<file path="config.mk">
export PLATFORM = sky130hd
export DESIGN_NAME = logger_control
export DESIGN_NICKNAME = d
export VERILOG_FILES = /design/src/hw/logger_pkg.sv /design/src/hw/logger_control.sv /design/src/hw/trigger_debounce.sv
export VERILOG_INCLUDE_DIRS = /design/src /design/src/hw
export SDC_FILE = /design/constraint.sdc
export NUM_CORES = 1
export LEC_CHECK = 0
export BUFFER_PORTS_ARGS = -buffer_cell sky130_fd_sc_hd__buf_4
export CORE_MARGIN = 5
export CORE_UTILIZATION = 53
export CTS_CLUSTER_SIZE = 14
export DETAILED_ROUTE_END_ITERATION = 8
export PLACE_DENSITY = 0.72
export SYNTH_ARGS = -nofsm -noshare
export SYNTH_HDL_FRONTEND = slang
export SYNTH_SLANG_ARGS = --single-unit
</file>
<file path="constraint.sdc">
create_clock -name CLK -period 3.54 [get_ports CLK]
set_input_delay 0.708 -clock CLK [delete_from_list [all_inputs] [get_ports CLK]]
set_output_delay 0.708 -clock CLK [all_outputs]
set_load 0.03 [all_outputs]
</file>
<file path="src/hw/logger_params.svh">
`ifndef LOGGER_PARAMS_SVH
`define LOGGER_PARAMS_SVH

// Register byte offsets
`define OFS_CTRL        8'h00
`define OFS_TRIG_LEN    8'h04
`define OFS_BITRATE     8'h08
`define OFS_STATUS      8'h0C
`define OFS_IRQ_STAT    8'h10
`define OFS_IRQ_MASK    8'h14
`define OFS_CMD         8'h18

// Control register fields
`define CTRL_MODE       0
`define CTRL_EDGE       1
`define CTRL_START_TRIG 2
`define CTRL_TRIG_OUT   3
`define CTRL_CFG_MODE   4
`define CTRL_W          5
`define CTRL_RST        5'h00

// Command register fields (write-only strobes)
`define CMD_FIRE        0
`define CMD_ERRF_FIRST  1
`define CMD_ERRF_SECOND 2

// Interrupt status / mask fields
`define IRQ_TRIG        0
`define IRQ_REC         1
`define IRQ_PULSE_DONE  2
`define IRQ_W           3
`define IRQ_MASK_RST    3'h0

// Status register fields
`define STAT_MODE       0
`define STAT_ARMED      1
`define STAT_REC        2
`define STAT_TRIG_LVL   3
`define STAT_PULSE      4
`define STAT_TOOL       5
`define STAT_W          6

// Trigger output pulse length in clock cycles
`define TRIG_LEN_W      16
`define TRIG_LEN_RST    16'h03E8

// Bit rate in kbit/s
`define BITRATE_W       10
`define BITRATE_RST     10'h1F4
`define BITRATE_MIN     10'h00A
`define BITRATE_MAX     10'h3E8

// Timing
`define CLK_HZ          64'd100000000
`define DEBOUNCE_MS     64'd30
`define MS_PER_S        64'd1000
`define MS_W            10
`define FAST_PERIOD_MS  10'h064
`define FAST_ON_MS      10'h032
`define ARMED_PERIOD_MS 10'h3E8
`define ARMED_ON_MS     10'h384
`define FLASH_MS        10'h032
`define RUN_STEP_MS     10'h064
`define LAMP_COUNT      5

`endif

</file>
<file path="src/hw/logger_pkg.sv">
`default_nettype none
package logger_pkg;
   typedef enum logic {
      MODE_INTERFACE,
      MODE_LOGGING
   } log_mode_e;

   typedef enum logic [1:0] {
      LOG_IDLE,
      LOG_ARMED,
      LOG_RECORDING
   } log_state_e;

   typedef logic [4:0] lamp_vec_t;
endpackage : logger_pkg
`default_nettype wire

</file>
<file path="src/hw/logger_control.sv">
// Design decisions made here: the address map and register access over APB.
`default_nettype none
`include "logger_params.svh"
module logger_control
   import logger_pkg::*;
#(
   parameter int unsigned DEBOUNCE_CYCLES = 32'((`DEBOUNCE_MS * `CLK_HZ) / `MS_PER_S),
   parameter int unsigned TICK_CYCLES     = 32'(`CLK_HZ / `MS_PER_S)
) (
   input  wire logic                   CLK,
   input  wire logic                   ARST_N,
   input  wire logic                   CE,
   input  wire logic                   PSEL,
   input  wire logic                   PENABLE,
   input  wire logic                   PWRITE,
   input  wire logic [7:0]             PADDR,
   input  wire logic [31:0]            PWDATA,
   input  wire logic [3:0]             PSTRB,
   output var  logic [31:0]            PRDATA,
   output var  logic                   PREADY,
   output var  logic                   PSLVERR,
   output var  logic                   IRQ,
   input  wire logic                   TRIG_IN,
   input  wire logic                   TOOL_LINK,
   input  wire logic                   TRAFFIC_FIRST,
   input  wire logic                   TRAFFIC_SECOND,
   output var  logic                   TRIG_OUT_LEVEL,
   output var  logic                   TRIG_OUT_OE_N,
   output var  logic                   POWER_STATUS_LAMP,
   output var  logic                   FIRST_CHANNEL_PORT_LAMP,
   output var  logic                   SECOND_CHANNEL_PORT_LAMP,
   output var  logic                   ERROR_LAMP,
   output var  logic                   INFO_LAMP,
   output var  logic                   LOG_MODE,
   output var  logic                   RECORDING,
   output var  logic [1:0]             ERRFRAME_REQ,
   output var  logic [`BITRATE_W-1:0]  BITRATE_KBPS
);
   logic [`CTRL_W-1:0]     ctrl;
   logic [`TRIG_LEN_W-1:0] trig_len;
   logic [`IRQ_W-1:0]      irq_stat;
   logic [`IRQ_W-1:0]      irq_mask;
   log_state_e             state;
   log_state_e             next_state;
   logic [`TRIG_LEN_W-1:0] pulse_cnt;
   logic                   pulse_on;
   logic [31:0]            tick_cnt;
   logic                   tick;
   logic [`MS_W-1:0]       fast_ph;
   logic [`MS_W-1:0]       armed_ph;
   logic [`MS_W-1:0]       run_ph;
   logic [2:0]             run_idx;
   logic [1:0]             flash;
   lamp_vec_t              lamps;
   lamp_vec_t              next_lamps;
   logic                   trig_level;
   logic                   trig_rise;
   logic                   trig_fall;

   // APB decode; read data and error are captured in the setup cycle so the
   // access phase always completes with zero wait states
   wire        setup      = PSEL && !PENABLE;
   wire        wr_access  = PSEL && PENABLE && PWRITE;
   wire        hit_ctrl   = (PADDR == `OFS_CTRL);
   wire        hit_len    = (PADDR == `OFS_TRIG_LEN);
   wire        hit_rate   = (PADDR == `OFS_BITRATE);
   wire        hit_stat   = (PADDR == `OFS_STATUS);
   wire        hit_istat  = (PADDR == `OFS_IRQ_STAT);
   wire        hit_imask  = (PADDR == `OFS_IRQ_MASK);
   wire        hit_cmd    = (PADDR == `OFS_CMD);
   wire        hit_any    = hit_ctrl || hit_len || hit_rate || hit_stat || hit_istat || hit_imask || hit_cmd;
   wire [31:0] lane_mask  = {{8{PSTRB[3]}}, {8{PSTRB[2]}}, {8{PSTRB[1]}}, {8{PSTRB[0]}}};
   wire [31:0] wdata      = PWDATA & lane_mask;
   wire        wr_ctrl    = wr_access && hit_ctrl;
   wire        wr_len     = wr_access && hit_len;
   wire        wr_rate    = wr_access && hit_rate;
   wire        wr_istat   = wr_access && hit_istat;
   wire        wr_imask   = wr_access && hit_imask;
   wire        wr_cmd     = wr_access && hit_cmd;

   wire [31:0] ctrl_merge = ({27'h000_0000, ctrl} & ~lane_mask) | wdata;
   wire [31:0] len_merge  = ({16'h0000, trig_len} & ~lane_mask) | wdata;
   wire [31:0] rate_merge = ({22'h00_0000, BITRATE_KBPS} & ~lane_mask) | wdata;
   wire [31:0] mask_merge = ({29'h0000_0000, irq_mask} & ~lane_mask) | wdata;
   wire [`BITRATE_W-1:0] rate_new = rate_merge[`BITRATE_W-1:0];
   // Out-of-range rates are dropped whole, old rate stays
   wire        rate_ok    = (rate_merge[31:`BITRATE_W] == 22'h00_0000) &&
                            (rate_new >= `BITRATE_MIN) && (rate_new <= `BITRATE_MAX);

   wire        mode_log   = ctrl[`CTRL_MODE];
   wire        cfg_run    = ctrl[`CTRL_CFG_MODE] && TOOL_LINK;
   wire        trig_event = ctrl[`CTRL_EDGE] ? trig_rise : trig_fall;
   wire        sw_fire    = wr_cmd && wdata[`CMD_FIRE];
   wire        hw_fire    = trig_event && ctrl[`CTRL_TRIG_OUT];
   wire        fire       = sw_fire || hw_fire;
   wire        pulse_end  = pulse_on && (pulse_cnt <= `TRIG_LEN_W'(1)) && !fire;
   wire        rec_start  = (next_state == LOG_RECORDING) && (state != LOG_RECORDING);
   wire [`IRQ_W-1:0] irq_set = {pulse_end, rec_start, trig_event};
   wire [`IRQ_W-1:0] irq_clr = wr_istat ? wdata[`IRQ_W-1:0] : '0;
   // Error frames only in interface mode
   wire [1:0]  errf_req   = (wr_cmd && !mode_log) ? {wdata[`CMD_ERRF_SECOND], wdata[`CMD_ERRF_FIRST]} : 2'h0;

   wire [`STAT_W-1:0] status = {TOOL_LINK, pulse_on, trig_level, (state == LOG_RECORDING),
                                (state == LOG_ARMED), mode_log};
   wire [31:0] rd_mux =
      hit_ctrl  ? {27'h000_0000, ctrl} :
      hit_len   ? {16'h0000, trig_len} :
      hit_rate  ? {22'h00_0000, BITRATE_KBPS} :
      hit_stat  ? {26'h000_0000, status} :
      hit_istat ? {29'h0000_0000, irq_stat} :
      hit_imask ? {29'h0000_0000, irq_mask} :
      32'h0000_0000;

   assign PREADY        = PSEL && PENABLE;
   assign IRQ           = |(irq_stat & irq_mask);
   assign TRIG_OUT_LEVEL = 1'h0;     // Only ever sinks
   assign TRIG_OUT_OE_N = !pulse_on;
   assign LOG_MODE      = mode_log;
   assign RECORDING     = (state == LOG_RECORDING);
   assign {INFO_LAMP, ERROR_LAMP, SECOND_CHANNEL_PORT_LAMP, FIRST_CHANNEL_PORT_LAMP, POWER_STATUS_LAMP} = lamps;

   trigger_debounce #(
      .STABLE_CYCLES (DEBOUNCE_CYCLES)
   ) u_debounce (
      .clk    (CLK),
      .arst_n (ARST_N),
      .ce     (CE),
      .pin    (TRIG_IN),
      .level  (trig_level),
      .rise   (trig_rise),
      .fall   (trig_fall)
   );

   always_ff @(posedge CLK or negedge ARST_N) begin
      if (!ARST_N) begin
         PRDATA  <= 32'h0000_0000;
         PSLVERR <= 1'h0;
      end else if (CE && setup) begin
         PRDATA  <= PWRITE ? 32'h0000_0000 : rd_mux;
         PSLVERR <= !hit_any;
      end
   end

   always_ff @(posedge CLK or negedge ARST_N) begin
      if (!ARST_N) begin
         ctrl         <= `CTRL_RST;
         trig_len     <= `TRIG_LEN_RST;
         BITRATE_KBPS <= `BITRATE_RST;
         irq_mask     <= `IRQ_MASK_RST;
      end else if (CE) begin
         if (wr_ctrl) ctrl <= ctrl_merge[`CTRL_W-1:0];
         if (wr_len) trig_len <= len_merge[`TRIG_LEN_W-1:0];
         if (wr_rate && rate_ok) BITRATE_KBPS <= rate_new;
         if (wr_imask) irq_mask <= mask_merge[`IRQ_W-1:0];
      end
   end

   // Hardware set wins over a write-one clear in the same cycle
   always_ff @(posedge CLK or negedge ARST_N) begin
      if (!ARST_N) begin
         irq_stat <= '0;
      end else if (CE) begin
         irq_stat <= (irq_stat & ~irq_clr) | irq_set;
      end
   end

   always_ff @(posedge CLK or negedge ARST_N) begin
      if (!ARST_N) begin
         ERRFRAME_REQ <= 2'h0;
      end else if (CE) begin
         ERRFRAME_REQ <= errf_req;
      end else begin
         ERRFRAME_REQ <= 2'h0;
      end
   end

   // Logging start: straight after entry (CTRL_MODE set) or on trigger
   always_comb begin
      next_state = state;
      unique case (state)
         LOG_IDLE: begin
            if (mode_log) next_state = ctrl[`CTRL_START_TRIG] ? LOG_ARMED : LOG_RECORDING;
         end
         LOG_ARMED: begin
            if (!mode_log) next_state = LOG_IDLE;
            else if (trig_event) next_state = LOG_RECORDING;
         end
         LOG_RECORDING: begin
            if (!mode_log) next_state = LOG_IDLE;
         end
      endcase
   end

   always_ff @(posedge CLK or negedge ARST_N) begin
      if (!ARST_N) begin
         state <= LOG_IDLE;
      end else if (CE) begin
         state <= next_state;
      end
   end

   // Retrigger restarts the pulse; a zero length still gives one cycle
   always_ff @(posedge CLK or negedge ARST_N) begin
      if (!ARST_N) begin
         pulse_on  <= 1'h0;
         pulse_cnt <= '0;
      end else if (CE) begin
         if (fire) begin
            pulse_on  <= 1'h1;
            pulse_cnt <= trig_len;
         end else if (pulse_end) begin
            pulse_on  <= 1'h0;
            pulse_cnt <= '0;
         end else if (pulse_on) begin
            pulse_cnt <= pulse_cnt - `TRIG_LEN_W'(1);
         end
      end
   end

   // Millisecond prescaler; runs regardless of mode so patterns stay smooth
   always_ff @(posedge CLK or negedge ARST_N) begin
      if (!ARST_N) begin
         tick_cnt <= '0;
         tick     <= 1'h0;
      end else if (CE) begin
         tick     <= (tick_cnt == TICK_CYCLES - 32'd1);
         tick_cnt <= (tick_cnt == TICK_CYCLES - 32'd1) ? 32'd0 : tick_cnt + 32'd1;
      end
   end

   always_ff @(posedge CLK or negedge ARST_N) begin
      if (!ARST_N) begin
         fast_ph  <= '0;
         armed_ph <= '0;
         run_ph   <= '0;
         run_idx  <= '0;
      end else if (CE && tick) begin
         fast_ph  <= (fast_ph == `FAST_PERIOD_MS - `MS_W'(1)) ? '0 : fast_ph + `MS_W'(1);
         armed_ph <= (armed_ph == `ARMED_PERIOD_MS - `MS_W'(1)) ? '0 : armed_ph + `MS_W'(1);
         if (run_ph == `RUN_STEP_MS - `MS_W'(1)) begin
            run_ph  <= '0;
            run_idx <= (run_idx == 3'(`LAMP_COUNT - 1)) ? 3'h0 : run_idx + 3'h1;
         end else begin
            run_ph <= run_ph + `MS_W'(1);
         end
      end
   end

   // Per-channel flash stretcher; a busy bus keeps it lit steadily
   wire [1:0] traffic = {TRAFFIC_SECOND, TRAFFIC_FIRST};
   genvar ch;
   generate
      for (ch = 0; ch < 2; ch = ch + 1) begin : g_flash
         logic [`MS_W-1:0] left;
         always_ff @(posedge CLK or negedge ARST_N) begin
            if (!ARST_N) begin
               left <= '0;
            end else if (CE) begin
               if (traffic[ch]) left <= `FLASH_MS;
               else if (tick && (left != '0)) left <= left - `MS_W'(1);
            end
         end
         assign flash[ch] = (left != '0);
      end
   endgenerate

   wire power_fast  = (fast_ph < `FAST_ON_MS);
   wire power_armed = (armed_ph < `ARMED_ON_MS);

   always_comb begin
      next_lamps = '0;
      if (cfg_run) begin
         next_lamps = lamp_vec_t'(5'h01 << run_idx);
      end else if (!mode_log) begin
         next_lamps[0]   = 1'h1;
         next_lamps[2:1] = flash;
      end else begin
         unique case (state)
            LOG_ARMED:     next_lamps[0] = power_armed;
            LOG_RECORDING: next_lamps[0] = power_fast;
            LOG_IDLE:      next_lamps[0] = 1'h0;
         endcase
         next_lamps[2:1] = flash;
      end
   end

   always_ff @(posedge CLK or negedge ARST_N) begin
      if (!ARST_N) begin
         lamps <= '0;
      end else if (CE) begin
         lamps <= next_lamps;
      end
   end
endmodule : logger_control
`default_nettype wire

</file>
<file path="src/hw/trigger_debounce.sv">
`default_nettype none
`include "logger_params.svh"
module trigger_debounce
   import logger_pkg::*;
#(
   parameter int unsigned STABLE_CYCLES = 32'd3000000
) (
   input  wire logic clk,
   input  wire logic arst_n,
   input  wire logic ce,
   input  wire logic pin,
   output var  logic level,
   output var  logic rise,
   output var  logic fall
);
   logic        sync1;
   logic        sync2;
   logic        sync3;
   logic [31:0] stable_cnt;

   wire agree   = (sync2 == sync3);
   wire differs = agree && (sync3 != level);
   wire settled = differs && (stable_cnt == STABLE_CYCLES - 32'd1);

   // Flops reset high: a floating pin is pulled up
   always_ff @(posedge clk or negedge arst_n) begin
      if (!arst_n) begin
         sync1 <= 1'h1;
         sync2 <= 1'h1;
         sync3 <= 1'h1;
      end else if (ce) begin
         sync1 <= pin;
         sync2 <= sync1;
         sync3 <= sync2;
      end
   end

   // Any disagreement or bounce restarts the stability count
   always_ff @(posedge clk or negedge arst_n) begin
      if (!arst_n) begin
         stable_cnt <= '0;
         level      <= 1'h1;
         rise       <= 1'h0;
         fall       <= 1'h0;
      end else if (ce) begin
         rise <= settled && sync3;
         fall <= settled && !sync3;
         if (settled) begin
            level      <= sync3;
            stable_cnt <= '0;
         end else if (differs) begin
            stable_cnt <= stable_cnt + 32'd1;
         end else begin
            stable_cnt <= '0;
         end
      end else begin
         rise <= 1'h0;
         fall <= 1'h0;
      end
   end
endmodule : trigger_debounce
`default_nettype wire

</file>
==> results.tsv <==
stage	metric	value	unit
setup_path	critical path required time	3940	ps
logic_synthesis	Post-synth top flop	dfrtp_1	
cts	# clock sinks	204	
power_and_ir_drop	worst vdd ir	0.000341	V
floorplan	Die ar.	23200	µm²
logic_synthesis	sequential area share after synthesis	47.7	%
global_route	initial antenna violation count	0	
routing	detailed-route wire length per cell	17.0	µm
setup_path	worst setup path category	reg -> reg	
cts	post-CTS sizing	0	
timing	Final TNS setup	0	ps
logic_synthesis	Synth cell types	71	
cts	Worst-path clk slew	60	ps
cts	H-tree depth reported by CTS	1	
logic_synthesis	Seq cells post-synth	204	
floorplan	Die X	152	µm
placed_design	DP HPWL	17500	µm
timing	Slew @ Worst Pin	944	ps
job	Max Cap Violations	0	
routing	Starting DRT DRC Count	547	
timing	final setup violation count	0	
timing	Fin. Hold Viols	0	
cts	Clock Path Buffers	3	
global_route	number of global-route vias before repair	8335	
routing	vias per cell	5.80	
final_layout	Final nets	1255	
timing	Slew Viols, Final	0	
cts	clk_lat worst skew	520	ps
final_layout	Core Util, Final	61.8	%
final_layout	Ant. Diodes	0	
setup_path	R2R Setup Slk	720	ps
placed_design	Port Buf Inserts	92	
final_layout	Reg area	5120	µm²
logic_synthesis	synthesized cell area	10700	µm²
cts	cts hold-fix bufs	0	
timing	Peak Freq	0.354	GHz
final_layout	area grow syn2layout	15.7	%
logic_synthesis	Post-synth ARST share	100	%
final_layout	most frequent cells in the layout	188 x dfrtp_1, 111 x nand2_1, 104 x buf_4	
logic_synthesis	EDFF count, synth	0	
final_layout	commonest non-fill, non-tap cell in the layout	dfrtp_1	
floorplan	Site Rows	52	
timing	final setup margin	715	ps
floorplan	top-level I/O count	110	
setup_path	Worst setup SP type	flip-flop	
logic_synthesis	warnings from Yosys	0	
timing	RSZ-0062 raised after global routing	false	
cts	Post CTS Setup Buffer Count	0	
routing	WL final	24900	µm
routing	ANT nets after route	0	
global_route	All-Layer GR Usage	21.0	%
final_layout	layout cells sized above 1	17.7	%
cts	TritonCTS Buffers	23	
timing	Slew headroom	37.0	%
cts	CTS tree	done	
floorplan	Initial Utilization	53.4	%
global_route	pin count of the biggest net entering global routing	86	
setup_path	Crit. End Element	flip-flop	
final_layout	area of the multi-input gates	5240	µm²
floorplan	Die H	152	µm
routing	via count	8537	
routing	DRT Pass-1 Iters	7	
power_and_ir_drop	Leakage	5.49	nW
global_route	first-pass GRT wire length	42100	µm
global_route	global route overflow	0	
final_layout	fill count	1648	
placed_design	pre-CTS setup slack	593	ps
cts	cell chosen for the clock root	clkbuf_16	
setup_path	worst-path maximum fanout	18	
logic_synthesis	Mean Syn Cell Area	9.80	µm²
floorplan	core area	20100	µm²
run_status	status	completed	
timing	Final min period	2820	ps
timing	Final Cycle Share	79.8	%
logic_synthesis	synthesized instance count	1097	
routing	drc violations	0	
power_and_ir_drop	Power Density	429	nW/µm²
timing	clock skew	19.3	ps
setup_path	Worst EP arrival	3230	ps
hold_path	Hold Path Class	in -> async	
placed_design	routability cong.	0.824	
[synthesized netlist by cell type (9+ instances only)]
cell type	n	area share, %
nand2_1	111	3.9
or3_1	9	0.52
inv_1	39	1.4
ha_1	17	2.0
a21oi_1	34	1.6
nand4_1	27	1.6
or4_1	9	0.63
and3_1	16	0.93
o221ai_1	10	0.82
nand3_1	46	2.1
mux2_2	38	4.0
o211ai_1	10	0.70
o21ai_0	38	1.8
nor3_1	39	1.8
xor2_1	24	2.0
mux2i_1	17	1.6
nor2_1	96	3.4
nor4_1	36	2.1
xnor2_1	64	5.2
dfrtp_1	188	44
clkbuf_1	33	1.2
and2_1	11	0.64
nand2b_1	10	0.58
buf_4	17	1.2
dfstp_2	16	3.9
[path summary, 6_finish.rpt]
path | startpoint | end | cells past startpoint
max | flip-flop | pulse_cnt[3] | 5
min | ARST_N | PRDATA[15] | 1
max reg2reg | flip-flop | pulse_cnt[3] | 5
min reg2reg | fast_ph[9] | fast_ph[9] | 1
max in group asynchronous | ARST_N | async pin | 2
min in group CLK | TRAFFIC_FIRST | g_flash[0].left[0] | 2
[per-stage QoR]
step	area (µm²)	hold WS (ps)	power [mW]	cells
after floorplan	10800	412	2.77	1113
after global placement	11700	464	2.94	1429
after detailed placement	11700	468	2.95	1429
after CTS	12400	253	5.38	1471
after global routing	12400	284	5.54	1471
final	12400	204	5.33	1471
[cell type report]
| class | instances | area share (%) |
|---|---|---|
| well taps | 270 | 2.72 |
| flip-flops and latches | 204 | 41.2 |
| repair buffers | 106 | 6.55 |
| clock buffers | 31 | 5.03 |
| multi-input cells | 810 | 42.2 |
| clock inverters | 11 | 1.13 |
| inverters | 39 | 1.18 |
[critical path, cell delays in order (launching register included)]
cell      delay, ps
dfrtp_1         400
mux2i_1         430
nor2b_1         230
nor2_2          780
nand2_1         520
o221ai_1        340
[per-layer routing]
metal | vias to the layer above | global-route usage [%] | wire length [µm]
li1 | 4119 | - | -
met3 | 30 | 2.84 | 1060
met2 | 190 | 34.8 | 12200
met4 | 0 | 4.88 | 362
met1 | 4198 | 29.6 | 11300
met5 | - | 0 | 0
[kinds of logic (layout without fill, tap and decap cells)]
kind of cell	Yosys count	count (layout)	share of synthesized area, %
and+or+nand+nor	453	453	21.7
DFF	204	204	47.7
AOI/OAI and AO/OA	180	180	11.8
buffers and inverters	99	187	4.11
xor gates and xnor gates	88	88	7.17
muxes	55	55	5.57
adders and majority gates	17	17	1.98
other	1	17	0.0349
[report_power, final]
part / switching [mW] / internal, mW / total, mW
registers: 0.0715 / 2.40 / 2.47
logic: 0.272 / 0.168 / 0.439
clock network: 0.959 / 1.46 / 2.42
total: 1.30 / 4.03 / 5.33
(Power assumes the default switching activity.)
